## src/hw/rcp_pkg.sv

```systemverilog
// Constants for the shared rail control and status register slice
package rcp_pkg;
  localparam int DATA_W = 8;
  localparam int ADDR_W = 8;
  // Register offsets
  localparam logic [7:0] OFS_SHARED_RAIL_CONTROL = 8'hae;
  localparam logic [7:0] OFS_POWER_GOOD_STATUS_A = 8'hb0;
  localparam logic [7:0] OFS_POWER_GOOD_STATUS_B = 8'hb1;
  localparam logic [7:0] OFS_POWER_FAULT_STATUS_A = 8'hb2;
  // Reset values
  localparam logic [7:0] RST_SHARED_RAIL_CONTROL = 8'h00;
  localparam logic [7:0] RST_STATUS = 8'h00;
  // Control field positions
  localparam int POS_DISCHARGE_HI = 7;
  localparam int POS_DISCHARGE_LO = 6;
  localparam int POS_EMERGENCY_OFF_SELECT = 5;
  localparam int POS_VOLTAGE_CODE_HI = 4;
  localparam int POS_VOLTAGE_CODE_LO = 1;
  localparam int POS_SHARED_RAIL_ENABLE = 0;
  // Power-good b width (bits 7:6 reserved)
  localparam int PG_B_W = 6;
  // Discharge codes
  localparam logic [1:0] DIS_NONE = 2'h0;
  localparam logic [1:0] DIS_100 = 2'h1;
  localparam logic [1:0] DIS_200 = 2'h2;
  localparam logic [1:0] DIS_500 = 2'h3;
  // Emergency off durations
  localparam int CLK_MHZ = 200;
  localparam int OFF_1_MS = 1;
  localparam int OFF_5_MS = 5;
  localparam int OFF_10_MS = 10;
  localparam int OFF_100_MS = 100;
  localparam int OFF_1_CYC = OFF_1_MS * CLK_MHZ * 1000;
  localparam int OFF_5_CYC = OFF_5_MS * CLK_MHZ * 1000;
  localparam int OFF_10_CYC = OFF_10_MS * CLK_MHZ * 1000;
  localparam int OFF_100_CYC = OFF_100_MS * CLK_MHZ * 1000;
  localparam int OFF_CNT_W = 25;
  // Emergency timer states
  typedef enum logic [1:0] {
    ST_IDLE = 2'b01,
    ST_OFF = 2'b10
  } rcp_off_state_type;
endpackage

```

## src/hw/rcp_fault_flags.sv

```systemverilog
// Sticky regulation-lost flags with write-one-to-clear
`timescale 1ns/1ps
module rcp_fault_flags
  import rcp_pkg::*;
#(
  parameter int WIDTH = 8
) (
  // Clock and reset
  input wire logic mclk,
  input wire logic rst_n,
  // Rail status and host clear
  input wire logic [WIDTH-1:0] in_regulation,
  input wire logic [WIDTH-1:0] clear_mask,
  // Flags
  output logic [WIDTH-1:0] flags
);
  logic [WIDTH-1:0] next_flags;
  logic [WIDTH-1:0] prev_good;

  // One sticky flag per rail
  for (genvar i = 0; i < WIDTH; i++) begin : g_flag
    always_comb begin
      next_flags[i] = flags[i];
      if (clear_mask[i]) begin
        next_flags[i] = 1'b0;
      end
      if (prev_good[i] && !in_regulation[i]) begin
        next_flags[i] = 1'b1;
      end
    end
  end

  always_ff @(posedge mclk or negedge rst_n) begin
    if (!rst_n) begin
      flags <= RST_STATUS[WIDTH-1:0];
      prev_good <= '0;
    end else begin
      flags <= next_flags;
      prev_good <= in_regulation;
    end
  end
endmodule

```

## src/hw/rcp_emergency_timer.sv

```systemverilog
// Timed shutdown of the shared rail on emergency
`timescale 1ns/1ps
module rcp_emergency_timer
  import rcp_pkg::*;
#(
  parameter int OFF_1 = OFF_1_CYC,
  parameter int OFF_5 = OFF_5_CYC,
  parameter int OFF_10 = OFF_10_CYC,
  parameter int OFF_100 = OFF_100_CYC
) (
  // Clock and reset
  input wire logic mclk,
  input wire logic rst_n,
  // Control
  input wire logic emergency,
  input wire logic [1:0] duration_sel,
  // Status
  output logic forced_off
);
  rcp_off_state_type state, next_state;
  logic [OFF_CNT_W-1:0] count, next_count;
  logic [OFF_CNT_W-1:0] limit;

  always_comb begin
    unique case (duration_sel)
      2'h0: limit = OFF_CNT_W'(OFF_1);
      2'h1: limit = OFF_CNT_W'(OFF_5);
      2'h2: limit = OFF_CNT_W'(OFF_10);
      default: limit = OFF_CNT_W'(OFF_100);
    endcase
  end

  always_comb begin
    next_state = state;
    next_count = count;
    unique case (state)
      ST_IDLE: begin
        if (emergency) begin
          next_state = ST_OFF;
          next_count = '0;
        end
      end
      ST_OFF: begin
        if (count >= limit - 1'b1) begin
          next_state = ST_IDLE;
        end else begin
          next_count = count + 1'b1;
        end
      end
      default: next_state = ST_IDLE;
    endcase
  end

  always_ff @(posedge mclk or negedge rst_n) begin
    if (!rst_n) begin
      state <= ST_IDLE;
      count <= '0;
    end else begin
      state <= next_state;
      count <= next_count;
    end
  end

  assign forced_off = (state == ST_OFF);
endmodule

```

## src/hw/rcp_regs.sv

```systemverilog
// Shared rail control, power-good and power-fault register slice
`timescale 1ns/1ps
module rcp_regs
  import rcp_pkg::*;
#(
  parameter int OFF_1 = OFF_1_CYC,
  parameter int OFF_5 = OFF_5_CYC,
  parameter int OFF_10 = OFF_10_CYC,
  parameter int OFF_100 = OFF_100_CYC
) (
  // Clock and reset
  input wire logic mclk,
  input wire logic rst_n,
  // Register port
  input wire logic reg_wr,
  input wire logic reg_rd,
  input wire logic [ADDR_W-1:0] reg_addr,
  input wire logic [DATA_W-1:0] reg_wdata,
  output logic [DATA_W-1:0] reg_rdata,
  // Rail status from the analog side
  input wire logic [7:0] rail_good_a,
  input wire logic [PG_B_W-1:0] rail_good_b,
  // Factory configuration and shutdown
  input wire logic emergency_shutdown,
  input wire logic [1:0] off_duration_sel,
  input wire logic aux_reg1_in_sequence,
  input wire logic switches_b_merged,
  // Rail controls
  output logic [1:0] aux_reg1_discharge_sel,
  output logic [3:0] aux_reg1_pulldown_onehot,
  output logic [3:0] aux_reg1_voltage_code,
  output logic aux_linear_reg_1_on,
  output logic load_switch_group_b_2_on
);
  ////////////////////////////////////////////////////////////////////////////
  // Register state
  logic [DATA_W-1:0] shared_rail_control, next_shared_rail_control;
  logic [7:0] power_good_status_a, next_power_good_status_a;
  logic [PG_B_W-1:0] power_good_status_b, next_power_good_status_b;
  logic [DATA_W-1:0] next_reg_rdata;
  logic [7:0] power_fault_status_a;
  logic [7:0] fault_clear;
  logic forced_off;
  logic emergency_off_select;
  logic shared_rail_enable;
  logic rail_on;
  logic to_switch_b2;
  logic [3:0] next_pulldown;
  logic next_reg1_on, next_b2_on;

  assign emergency_off_select = shared_rail_control[POS_EMERGENCY_OFF_SELECT];
  assign shared_rail_enable = shared_rail_control[POS_SHARED_RAIL_ENABLE];

  ////////////////////////////////////////////////////////////////////////////
  // Register writes and status capture
  always_comb begin
    next_shared_rail_control = shared_rail_control;
    fault_clear = '0;
    if (reg_wr && reg_addr == OFS_SHARED_RAIL_CONTROL) begin
      next_shared_rail_control = reg_wdata;
    end
    if (reg_wr && reg_addr == OFS_POWER_FAULT_STATUS_A) begin
      fault_clear = reg_wdata;
    end
    next_power_good_status_a = rail_good_a;
    next_power_good_status_b = rail_good_b;
  end

  ////////////////////////////////////////////////////////////////////////////
  // Read mux
  always_comb begin
    next_reg_rdata = '0;
    if (reg_rd) begin
      unique case (reg_addr)
        OFS_SHARED_RAIL_CONTROL: next_reg_rdata = shared_rail_control;
        OFS_POWER_GOOD_STATUS_A: next_reg_rdata = power_good_status_a;
        OFS_POWER_GOOD_STATUS_B: next_reg_rdata = {2'h0, power_good_status_b};
        OFS_POWER_FAULT_STATUS_A: next_reg_rdata = power_fault_status_a;
        default: next_reg_rdata = '0;
      endcase
    end
  end

  ////////////////////////////////////////////////////////////////////////////
  // Fault flags and emergency timer
  rcp_fault_flags #(
    .WIDTH(8)
  ) u_faults (
    .mclk(mclk),
    .rst_n(rst_n),
    .in_regulation(rail_good_a),
    .clear_mask(fault_clear),
    .flags(power_fault_status_a)
  );

  rcp_emergency_timer #(
    .OFF_1(OFF_1),
    .OFF_5(OFF_5),
    .OFF_10(OFF_10),
    .OFF_100(OFF_100)
  ) u_timer (
    .mclk(mclk),
    .rst_n(rst_n),
    .emergency(emergency_shutdown && !emergency_off_select),
    .duration_sel(off_duration_sel),
    .forced_off(forced_off)
  );

  ////////////////////////////////////////////////////////////////////////////
  // Rail control outputs
  always_comb begin
    rail_on = shared_rail_enable;
    if (!emergency_off_select && (forced_off || emergency_shutdown)) begin
      rail_on = 1'b0;
    end
    to_switch_b2 = aux_reg1_in_sequence && !switches_b_merged;
    next_reg1_on = to_switch_b2 ? shared_rail_enable : rail_on;
    next_b2_on = to_switch_b2 ? rail_on : shared_rail_enable;
    unique case (shared_rail_control[POS_DISCHARGE_HI:POS_DISCHARGE_LO])
      DIS_NONE: next_pulldown = 4'h1;
      DIS_100: next_pulldown = 4'h2;
      DIS_200: next_pulldown = 4'h4;
      DIS_500: next_pulldown = 4'h8;
      default: next_pulldown = 4'h1;
    endcase
  end

  always_ff @(posedge mclk or negedge rst_n) begin
    if (!rst_n) begin
      shared_rail_control <= RST_SHARED_RAIL_CONTROL;
      power_good_status_a <= RST_STATUS;
      power_good_status_b <= RST_STATUS[PG_B_W-1:0];
      reg_rdata <= '0;
      aux_reg1_discharge_sel <= '0;
      aux_reg1_pulldown_onehot <= 4'h1;
      aux_reg1_voltage_code <= '0;
      aux_linear_reg_1_on <= 1'b0;
      load_switch_group_b_2_on <= 1'b0;
    end else begin
      shared_rail_control <= next_shared_rail_control;
      power_good_status_a <= next_power_good_status_a;
      power_good_status_b <= next_power_good_status_b;
      reg_rdata <= next_reg_rdata;
      aux_reg1_discharge_sel <= shared_rail_control[POS_DISCHARGE_HI:POS_DISCHARGE_LO];
      aux_reg1_pulldown_onehot <= next_pulldown;
      aux_reg1_voltage_code <= shared_rail_control[POS_VOLTAGE_CODE_HI:POS_VOLTAGE_CODE_LO];
      aux_linear_reg_1_on <= next_reg1_on;
      load_switch_group_b_2_on <= next_b2_on;
    end
  end
endmodule

```

## config.mk

```make
export PLATFORM = sky130hd
export DESIGN_NAME = rcp_regs
export DESIGN_NICKNAME = d
export VERILOG_FILES = /design/src/hw/rcp_pkg.sv /design/src/hw/rcp_fault_flags.sv /design/src/hw/rcp_emergency_timer.sv /design/src/hw/rcp_regs.sv
export SDC_FILE = /design/constraint.sdc
export NUM_CORES = 1
export LEC_CHECK = 0
export BUFFER_PORTS_ARGS = -buffer_cell sky130_fd_sc_hd__buf_2
export CAP_MARGIN = 40
export CORE_MARGIN = 4
export CORE_UTILIZATION = 52
export DETAILED_ROUTE_END_ITERATION = 10
export HOLD_SLACK_MARGIN = 0.08
export PLACE_DENSITY_LB_ADDON = 0.1
export REMOVE_ABC_BUFFERS = 1
export SLEW_MARGIN = 10
export SYNTH_ARGS = -nofsm -noshare
export SYNTH_HDL_FRONTEND = slang
export SYNTH_SLANG_ARGS = --single-unit
```

## constraint.sdc

```tcl
create_clock -name mclk -period 2.45 [get_ports mclk]
set_input_delay 0.245 -clock mclk [delete_from_list [all_inputs] [get_ports mclk]]
set_output_delay 0.245 -clock mclk [all_outputs]
set_load 0.005 [all_outputs]
```

==> results of run 1 <==
critical path: cells and delay by family (launching register included):
family,cells,cell delay [ps]
AND/OR/NAND/NOR,4,890
adder cells (fa/ha/maj),1,330
buffers and inverters,1,170
flip-flops,1,390
AO/OA/AOI/OAI,3,540
final cells by class:
class	count	area [um^2]	area share, %
multi-input combinational	287	2030	39.3
sequential	77	1930	37.4
timing repair buffer	120	797	15.5
clock buffer	9	124	2.40
tap	99	124	2.40
inverter	25	93.8	1.82
clock inverter	7	58.8	1.14
kinds of logic after synthesis:
| kind of cell | after synthesis | synth area share (%) |
|---|---|---|
| buf+inv | 39 | 4.06 |
| mux | 8 | 2.25 |
| compound gates | 84 | 14.5 |
| simple gates | 163 | 21.9 |
| other cells | 1 | 0.0935 |
| flops | 77 | 48.1 |
| fa+ha+maj | 29 | 9.05 |
how the worst min path moves through the flow:
stage / from / end / slack [ps] / cells after the start
4_1_cts: reg_wdata[7] / shared_rail_control[7] / 110 / 2
3_5_place_dp: rst_n / u_timer.count[20] / 290 / 1
5_1_grt: reg_wdata[4] / shared_rail_control[4] / 120 / 2
6_report: reg_wdata[4] / shared_rail_control[4] / 130 / 2
3_3_place_gp: rst_n / u_timer.count[21] / 290 / 1
2_1_floorplan: rst_n / aux_linear_reg_1_on / -50 / 0
sequential cells by signal (all words and copies together) (netlist names):
register	flops
load_switch_group_b_2_on	1
shared_rail_control	8
u_faults.prev_good	8
u_timer.count	25
aux_linear_reg_1_on	1
u_faults.flags	8
aux_reg1_discharge_sel	2
u_timer.state	2
power_good_status_b	6
aux_reg1_voltage_code	4
reg_rdata	8
aux_reg1_pulldown_onehot	4
per-layer routing:
layer	part of all wire [%]	routed length (um)	track usage, %
met3	4.1	390	5.08
met2	52	4960	40.2
met4	1.5	141	6.40
met1	43	4090	27.2
met5	0	0	0
metrics by stage:
step                      setup TNS [ps]  setup slack, ps  utilization (%)
after floorplan                     -289            -81.5                -
after global placement             -5290             -298             63.6
after detailed placement           -8930             -467             63.7
after CTS                              0             4.12             68.7
after global routing                -159            -48.7             69.9
final                                  0             69.2             69.9
what timing repair did:
item	4_1_cts	5_1_grt
hold buffers	15	0
buffers inserted	2	1
gates resized for setup	6	17
pin swaps	4	4
setup endpoints to repair	21	26
endpoints found under the hold margin	64	0
report_power, final:
group          switching, W  internal (W)  leakage, nW  total [W]
combinational      0.000409      0.000214         1.47   0.000623
clock              0.000525      0.000382       0.0917   0.000906
sequential        0.0000288       0.00132        0.990    0.00135
cells in the final DEF, fill, tap and decap left out, drive strengths merged, types with 11 or more instances in the layout:
master | synthesis | final
a21oi | 22 | 22
and3 | 11 | 11
buf | 4 | 105
dfrtp | 75 | 75
dlygate4sd3 | 0 | 15
ha | 29 | 29
inv | 25 | 27
nand2 | 57 | 57
nand3 | 26 | 26
nor2 | 15 | 15
nor3 | 11 | 11
o211ai | 16 | 16
o21ai | 13 | 13
or4 | 14 | 14
==> qor.yml, run 1 <==
status: "finished, final reports clean"
synth_top_area_share_pct: 46.8
crit_slowest_cell: "or4_1"
clkLatencyLatePin_ps: 360
gp_congestion: 0.897
crit_chain: "ha_1 -> a21oi_2 -> o21ai_1 -> a221oi_2 -> or2_4 -> nand4b_2 -> buf_4 -> or4_1 -> nand3_1"
crit_type: "reg2reg"
synthDistinctLibCells: 54
yosysMostFrequentCell: "dfrtp_1"
grt_first_pass_wirelength_um: 16100
port_buffers: 58
yosysSeqAreaShare_pct: 48.1
dp_hpwl_um: 6870
r2r_setup_slack_ps: 70
routed_wirelength_um: 9590
ant_nets: 0
nets: 588
setup_viol: 0
synth_area_um2: 4010
core_um2: 7370
min_period_over_period_pct: 97.2
async_flop_share_pct: 100
ir_drop_uv: 454
place_inst: 590
grt_pass1_vias: 3517
ys.warnings.count: 0
post-route-min-period_ps: 2380
synth_common_cells: "dfrtp_1 (75), nand2_1 (56), ha_1 (29)"
vias_per_cell: 5.54
crit_arrival_ps: 2680
tritoncts: "yes"
endpoint: "u_timer.count[13]"
drc_errors: 0
rows: 31
yosysTopAreaCell: "dfrtp_1"
synth_cells: 401
synth-edff-count: 0
place_area_um2: 4690
die_h_um: 95.8
timing.rr.start: "u_timer.count[16]"
p_leak_nw: 2.55
grt_use_total_pct: 22.5
slew_violations: 0
finalNonFillerCells: 624
power_density_nw_per_um2: 559
slowest_delay_ps: 470
worstPathRequired_ps: 2750
slew-limit-headroom_pct: 57.6
stdcell_area_um2: 5150
die_w_um: 95.8
total_power_w: 0.00288
path_clk_slew_ps: 90
ys_seq_elements: 77
cts_max_level: 3
vias: 3454
maxCapViolCount: 0
cts_made_buffers: 9
yosys-top-cells-area: "dfrtp_1 (47%), ha_1 (9.1%), nand2_1 (5.2%)"
antenna_cells: 0
worst_r2r_path_depth: 9
clock-sinks: 77
dieArea_um2: 9180
r2r_end: "u_timer.count[13]"
dr.pass1.iters: 4
drt_iter0_markers: 141
start_kind: "flop"
start_util_pct: 54.4
avgRoutedWirePerCell_um: 15.4
fmax_ghz: 0.420
drive_gt1_share_pct: 30.1
grt_max_degree: 48
antenna_found_initial: 0
fin_skew_ps: 10.3
whs_ps: 129
ys.flop_type: "dfrtp_1"
hp-class: "in2reg"
critical_path.startpoint: "u_timer.count[16]"
syn_to_final_growth_pct: 28.6
grt_overflow_total: 0
timing.final.hold_violations: 0
crit_fanout: 9
max-clock-path-buffers: 2
fill_cells: 568
cp-end-kind: "flop"
avgSynthCellArea_um2: 10.0
cts.root.buffer_cell: "clkbuf_8"
io_pins: 59
worst_pin_slew_ps: 631
(Power assumes the default switching activity.)
==> run 2: changes to the inputs <==
CAP_MARGIN = 0   (was 40)
REMOVE_ABC_BUFFERS = unset   (was 1)
==> qor.yml, run 2 (synthesized netlist as in run 1, its figures left out) <==
worst_pin_slew_ps: 727  # +96.0 ps
switching_power_w: 0.000962  # -0.10%
largest_reg_flops: 25  # unchanged
routed_wirelength_um: 9680  # +1.0%
tritoncts: "yes"
drive_gt1_share_pct: 29.8  # -0.34 points
slew-limit-headroom_pct: 51.1  # -6.5 points
fin_skew_ps: 9.75  # -0.603 ps
total_power_w: 0.00301  # +4.3%
max-clock-path-buffers: 2  # unchanged
p_seq_share_pct: 45.0  # -1.9 points
crit_fanout: 8  # -1
timing.final.hold_violations: 0  # unchanged
avgRoutedWirePerCell_um: 15.6  # +1.7%
vias: 3493  # +1.1%
grt_busiest_layer: "met2"
dieArea_um2: 9180  # unchanged
die_h_um: 95.8  # unchanged
grt_pass1_vias: 3486  # -0.88%
grt_first_pass_wirelength_um: 15900  # -1.2%
fill_cells: 565  # -0.53%
path_clk_slew_ps: 90  # about the same
grt_overflow_total: 0  # unchanged
regArea_um2: 1930  # unchanged
clkPwrFrac_pct: 32.9  # +1.5 points
cp-end-kind: "flop"
rsz0062_at_grt: "true"
slowest_delay_ps: 440  # -30 ps
core_um2: 7370  # unchanged
multi_input_area_um2: 2050  # +1.3%
p_leak_nw: 2.56  # +0.26%
cts.root.buffer_cell: "clkbuf_8"
status: "finished, violations left"
final_cell_mix: "dfrtp_1 (75), nand2_1 (56), buf_2 (55)"
power_density_nw_per_um2: 577  # +3.1%
path_delay_family: "simple AND/OR/NAND/NOR gates"
worstPathRequired_ps: 2690  # -60 ps
fmax_ghz: 0.404  # -3.9%
antenna_found_initial: 0  # unchanged
crit_type: "reg2reg"
grt_max_degree: 46  # -4.2%
clock-sinks: 77  # unchanged
die_w_um: 95.8  # unchanged
drt_iter0_markers: 149  # +5.7%
hp-class: "in2reg"
p_int_w: 0.00205  # +6.5%
violations: "negative setup slack"
clkLatencyLatePin_ps: 350  # about the same
setup_slack_ps: -27.9  # -97.1 ps
min_period_over_period_pct: 101  # +4.0 points
gp_congestion: 0.863  # -3.8%
regMostFlops: "u_timer.count"
syn_to_final_growth_pct: 30.1
antenna_cells: 0  # unchanged
comb_power_share_pct: 22.1  # +0.5 points
grt_use_total_pct: 22.4  # -0.15 points
post-route-min-period_ps: 2480  # +97.1 ps
path_buf_inv: 3  # +2
rows: 31  # unchanged
use_met1_pct: 27.5  # +0.28 points
maxCapViolCount: 0  # unchanged
ir_drop_uv: 395  # -13%
ant_nets: 0  # unchanged
port_buffers: 58  # unchanged
crit_slowest_cell: "dfrtp_1"
layout_commonest_cell: "dfrtp_1"
dp_hpwl_um: 6750  # -1.7%
swShare_pct: 32.0  # -1.4 points
start_util_pct: 54.4  # unchanged
cts_made_buffers: 9  # unchanged
final_util_pct: 70.8  # +0.83 points
grtUsageMet3_pct: 4.14  # -0.94 points
io_pins: 59  # unchanged
cts_max_level: 3  # unchanged
slew_violations: 0  # unchanged
use_met2_pct: 39.0  # -1.2 points
nets: 584  # -0.68%
vias_per_cell: 5.63  # +1.8%
dr.pass1.iters: 4  # unchanged
drc_errors: 0  # unchanged
crit_arrival_ps: 2720  # +40 ps
setup_viol: 1  # +1
start_kind: "flop"
crit_chain: "ha_4 -> buf_4 -> nand4_1 -> nor3_1 -> o311ai_4 -> buf_6 -> and4_1 -> buf_4 -> and4_1 -> o21a_1"
-- run 2: cell types whose count changed in the layout (fill, tap and decap cells not counted), moves of 3 or more --
cell	delta
buf_4	-6
nand2_2	-3
buf_2	-3
clkinv_4	-3
-- run 2: repair_timing --
item / in CTS / in global routing
gates resized for setup: 1 / 19
cloned: 0 / 1
hold endpoints to repair: 62 / 0
pin swaps: 0 / 12
hold buffers: 15 / 0
buffers inserted: 0 / 5
endpoints found under the setup margin: 7 / 25
-- run 2: cell type report --
class	count	area share, %
multi-input cells	288	39.4
flip-flops and latches	77	37.0
repair buffers	115	15.0
clock buffers	9	2.38
well taps	99	2.38
inverters	25	2.33
clock inverters	7	1.54
-- run 2: worst paths after layout --
path | start | endpoint | slack [ps] | cells after the start
min in group asynchronous | rst_n | u_timer.count[14] | 440 | 2
min reg2reg | shared_rail_control[2] | aux_reg1_voltage_code[1] | 400 | 0
max in group asynchronous | rst_n | u_timer.state[0] | 1330 | 3
max | u_timer.count[7] | u_timer.count[19] | -30 | 10
min | reg_wdata[6] | shared_rail_control[6] | 130 | 2
max reg2reg | u_timer.count[7] | u_timer.count[19] | -30 | 10
-- run 2: worst reg2reg max path, cell delays in order, from the launching register on --
cell	delay [ps]
dfrtp_1	440
ha_4	290
buf_4	100
nand4_1	120
nor3_1	350
o311ai_4	200
buf_6	180
and4_1	170
buf_4	160
and4_1	200
o21a_1	160
-- run 2: per-stage QoR --
| stage | hold slack, ps | instances | setup slack (ps) | setup TNS [ps] | area (um^2) |
|---|---|---|---|---|---|
| 2_1_floorplan | -50.6 | 403 | -25.9 | -62.6 | 4080 |
| 3_3_place_gp | 295 | 583 | -302 | -5960 | 4720 |
| 3_5_place_dp | 299 | 583 | -384 | -7830 | 4720 |
| 4_1_cts | 111 | 614 | -23.9 | -44.0 | 5070 |
| 5_1_grt | 118 | 620 | -144 | -886 | 5220 |
| 6_report | 132 | 620 | -27.9 | -27.9 | 5220 |
-- run 2: layer usage --
layer / vias up / share of wire [%]
met2: 90 / 52
met3: 12 / 4.0
li1: 1698 / -
met4: 0 / 1.4
met1: 1693 / 42
met5: - / 0
-- run 2: power groups by stage --
stage / Clock [W] / Sequential, W / Combinational [W]
3_5_place_dp: 0 / 0.00138 / 0.000638
5_1_grt: 0.00108 / 0.00136 / 0.000732
6_report: 0.000989 / 0.00135 / 0.000664
4_1_cts: 0.00102 / 0.00135 / 0.000659
3_3_place_gp: 0 / 0.00137 / 0.000629
2_1_floorplan: 0 / 0.00138 / 0.000365
==> run 3: changes to the inputs <==
CORE_ASPECT_RATIO = 0.6   (was unset)
CORE_UTILIZATION = 57   (was 52)
clock period = 2.7 ns   (was 2.45 ns; I/O delays follow)
==> qor.yml, run 3 (synthesized netlist as in run 1, its figures left out) <==
timing.rr.start: "u_timer.count[16]"
use_met1_pct: 37.3  # +9.8 points
grt_overflow_total: 0  # unchanged
clkLatencyLatePin_ps: 340  # about the same
min_period_over_period_pct: 95.1  # -6.0 points
grt_busiest_layer: "met1"
worstPathRequired_ps: 2970  # +280 ps
ir_drop_uv: 578  # +46%
drc_errors: 0  # unchanged
nets: 565  # -3.3%
cts.root.buffer_cell: "clkbuf_16"
crit_slowest_cell: "or4_1"
maxCapViolCount: 0  # unchanged
regMostFlops: "u_timer.count"
r2r_end: "u_timer.count[3]"
cts_made_buffers: 9  # unchanged
status: "finished, final reports clean"
rsz0062_at_grt: "true"
timing.final.hold_violations: 0  # unchanged
use_met2_pct: 36.5  # -2.5 points
tritoncts: "yes"
routed_wirelength_um: 9650  # -0.30%
dr.pass1.iters: 5  # +1
grtUsageMet3_pct: 6.55  # +2.4 points
port_buffers: 58  # unchanged
setup_viol: 0  # -1
largest_reg_flops: 25  # unchanged
hp-class: "in2async"
post-route-min-period_ps: 2570  # +90.8 ps
place_area_um2: 4540  # -3.8%
drt_iter0_markers: 337  # +130%
die_h_um: 73.0  # -24%
antenna_cells: 0  # unchanged
crit_arrival_ps: 2830  # +110 ps
r2r_setup_slack_ps: 130  # +160 ps
slowest_delay_ps: 540  # +100 ps
grt_pass1_vias: 3384  # -2.9%
path_clk_slew_ps: 60  # -30 ps
ant_nets: 0  # unchanged
crit_type: "reg2reg"
grt_max_degree: 78  # +70%
start_util_pct: 59.3  # +4.9 points
syn_to_final_growth_pct: 24.2
slew_violations: 0  # unchanged
power_density_nw_per_um2: 600  # +4.0%
crit_chain: "ha_1 -> nand2_1 -> o21ai_0 -> a221oi_1 -> or2_1 -> nand3_2 -> or4_1 -> nand3_1"
avgRoutedWirePerCell_um: 16.4  # +4.9%
max-clock-path-buffers: 2  # unchanged
final_util_pct: 73.6  # +2.9 points
rows: 23  # -26%
p_leak_nw: 2.48  # -3.0%
clock-sinks: 77  # unchanged
whs_ps: 73.2  # -58.9 ps
worst_pin_slew_ps: 1210  # +487 ps
antenna_found_initial: 0  # unchanged
vias: 3486  # -0.20%
dp_hpwl_um: 6950  # +3.0%
stdcell_area_um2: 4980  # -4.5%
cts_max_level: 3  # unchanged
gp_congestion: 0.890  # +3.1%
grt_use_total_pct: 25.0  # +2.6 points
start_kind: "flop"
postCtsSetupBuffers: 0  # unchanged
fin_skew_ps: 11.0  # +1.24 ps
slew-limit-headroom_pct: 18.4  # -33 points
vias_per_cell: 5.92  # +5.1%
dieArea_um2: 8480  # -7.6%
worst_r2r_path_depth: 8  # -2
layout_commonest_cell: "dfrtp_1"
grt_first_pass_wirelength_um: 16400  # +3.6%
io_pins: 59  # unchanged
cp-end-kind: "flop"
crit_fanout: 13  # +5
drive_gt1_share_pct: 23.9  # -5.8 points
die_w_um: 116  # +21%
core_um2: 6760  # -8.2%
final_cell_mix: "dfrtp_1 (75), buf_2 (57), nand2_1 (56)"
fmax_ghz: 0.389  # -3.5%
[run 3: cell count changes in the layout (fill, tap and decap cells not counted), moves of 3 or more]
cell       before  now
inv_1          21   25
clkbuf_8        9    0
ha_4            4    0
inv_6           3    0
clkbuf_16       0    9
ha_1           25   29
buf_4          40   26
[run 3: what timing repair did]
item	in CTS	in global routing
endpoints found under the hold margin	14	0
resized for setup	0	1
hold buffers	14	0
setup endpoints to repair	0	7
[run 3: worst max-delay path: cells and delay by family, from the launching register on]
| family | cells | cell delay [ps] |
|---|---|---|
| compound gates | 2 | 410 |
| fa+ha+maj | 1 | 330 |
| flops | 1 | 430 |
| simple gates | 5 | 1320 |
[run 3: per-stage QoR]
| stage | total power [W] | cells | TNS, ps | worst slack (ps) |
|---|---|---|---|---|
| global placement | 0.00177 | 559 | -609 | -81.7 |
| CTS | 0.00299 | 589 | 0 | 125 |
| finish | 0.00299 | 589 | 0 | 131 |
| global route | 0.00311 | 589 | -151 | -67.6 |
| floorplan | 0.00157 | 403 | 0 | 75.7 |
| detailed placement | 0.00178 | 559 | -2040 | -174 |
[run 3: area by class of cell]
class / instances / area [um^2]
flip-flops and latches: 77 / 1930
inverters: 25 / 93.8
repair buffers: 97 / 621
clock buffers: 9 / 225
clock inverters: 7 / 75.1
well taps: 87 / 109
fillers: 475 / 1780
multi-input cells: 287 / 1930
[run 3: report_power, final]
part           internal (W)  switching, W
logic              0.000182      0.000374
registers           0.00120     0.0000295
clock network      0.000719      0.000477
total               0.00210      0.000881
[run 3: per-layer routing]
metal	vias to the layer above	share of wire [%]	routed length (um)
li1	1650	-	-
met1	1679	47	4550
met2	148	42	4100
met3	9	9.5	915
met4	0	0.87	84
met5	-	0	0
[run 3: worst max path at each step]
stage                     cells past startpoint           startpoint                 to  slack [ps]
after floorplan                              13  off_duration_sel[1]  u_timer.count[22]          80
after detailed placement                     12  off_duration_sel[0]  u_timer.count[24]        -170
final                                         8    u_timer.count[16]   u_timer.count[3]         130
after global routing                          8     u_timer.count[7]   u_timer.count[4]         -70
after global placement                       13  off_duration_sel[0]  u_timer.count[24]         -80
after CTS                                     8    u_timer.count[16]  u_timer.count[24]         120
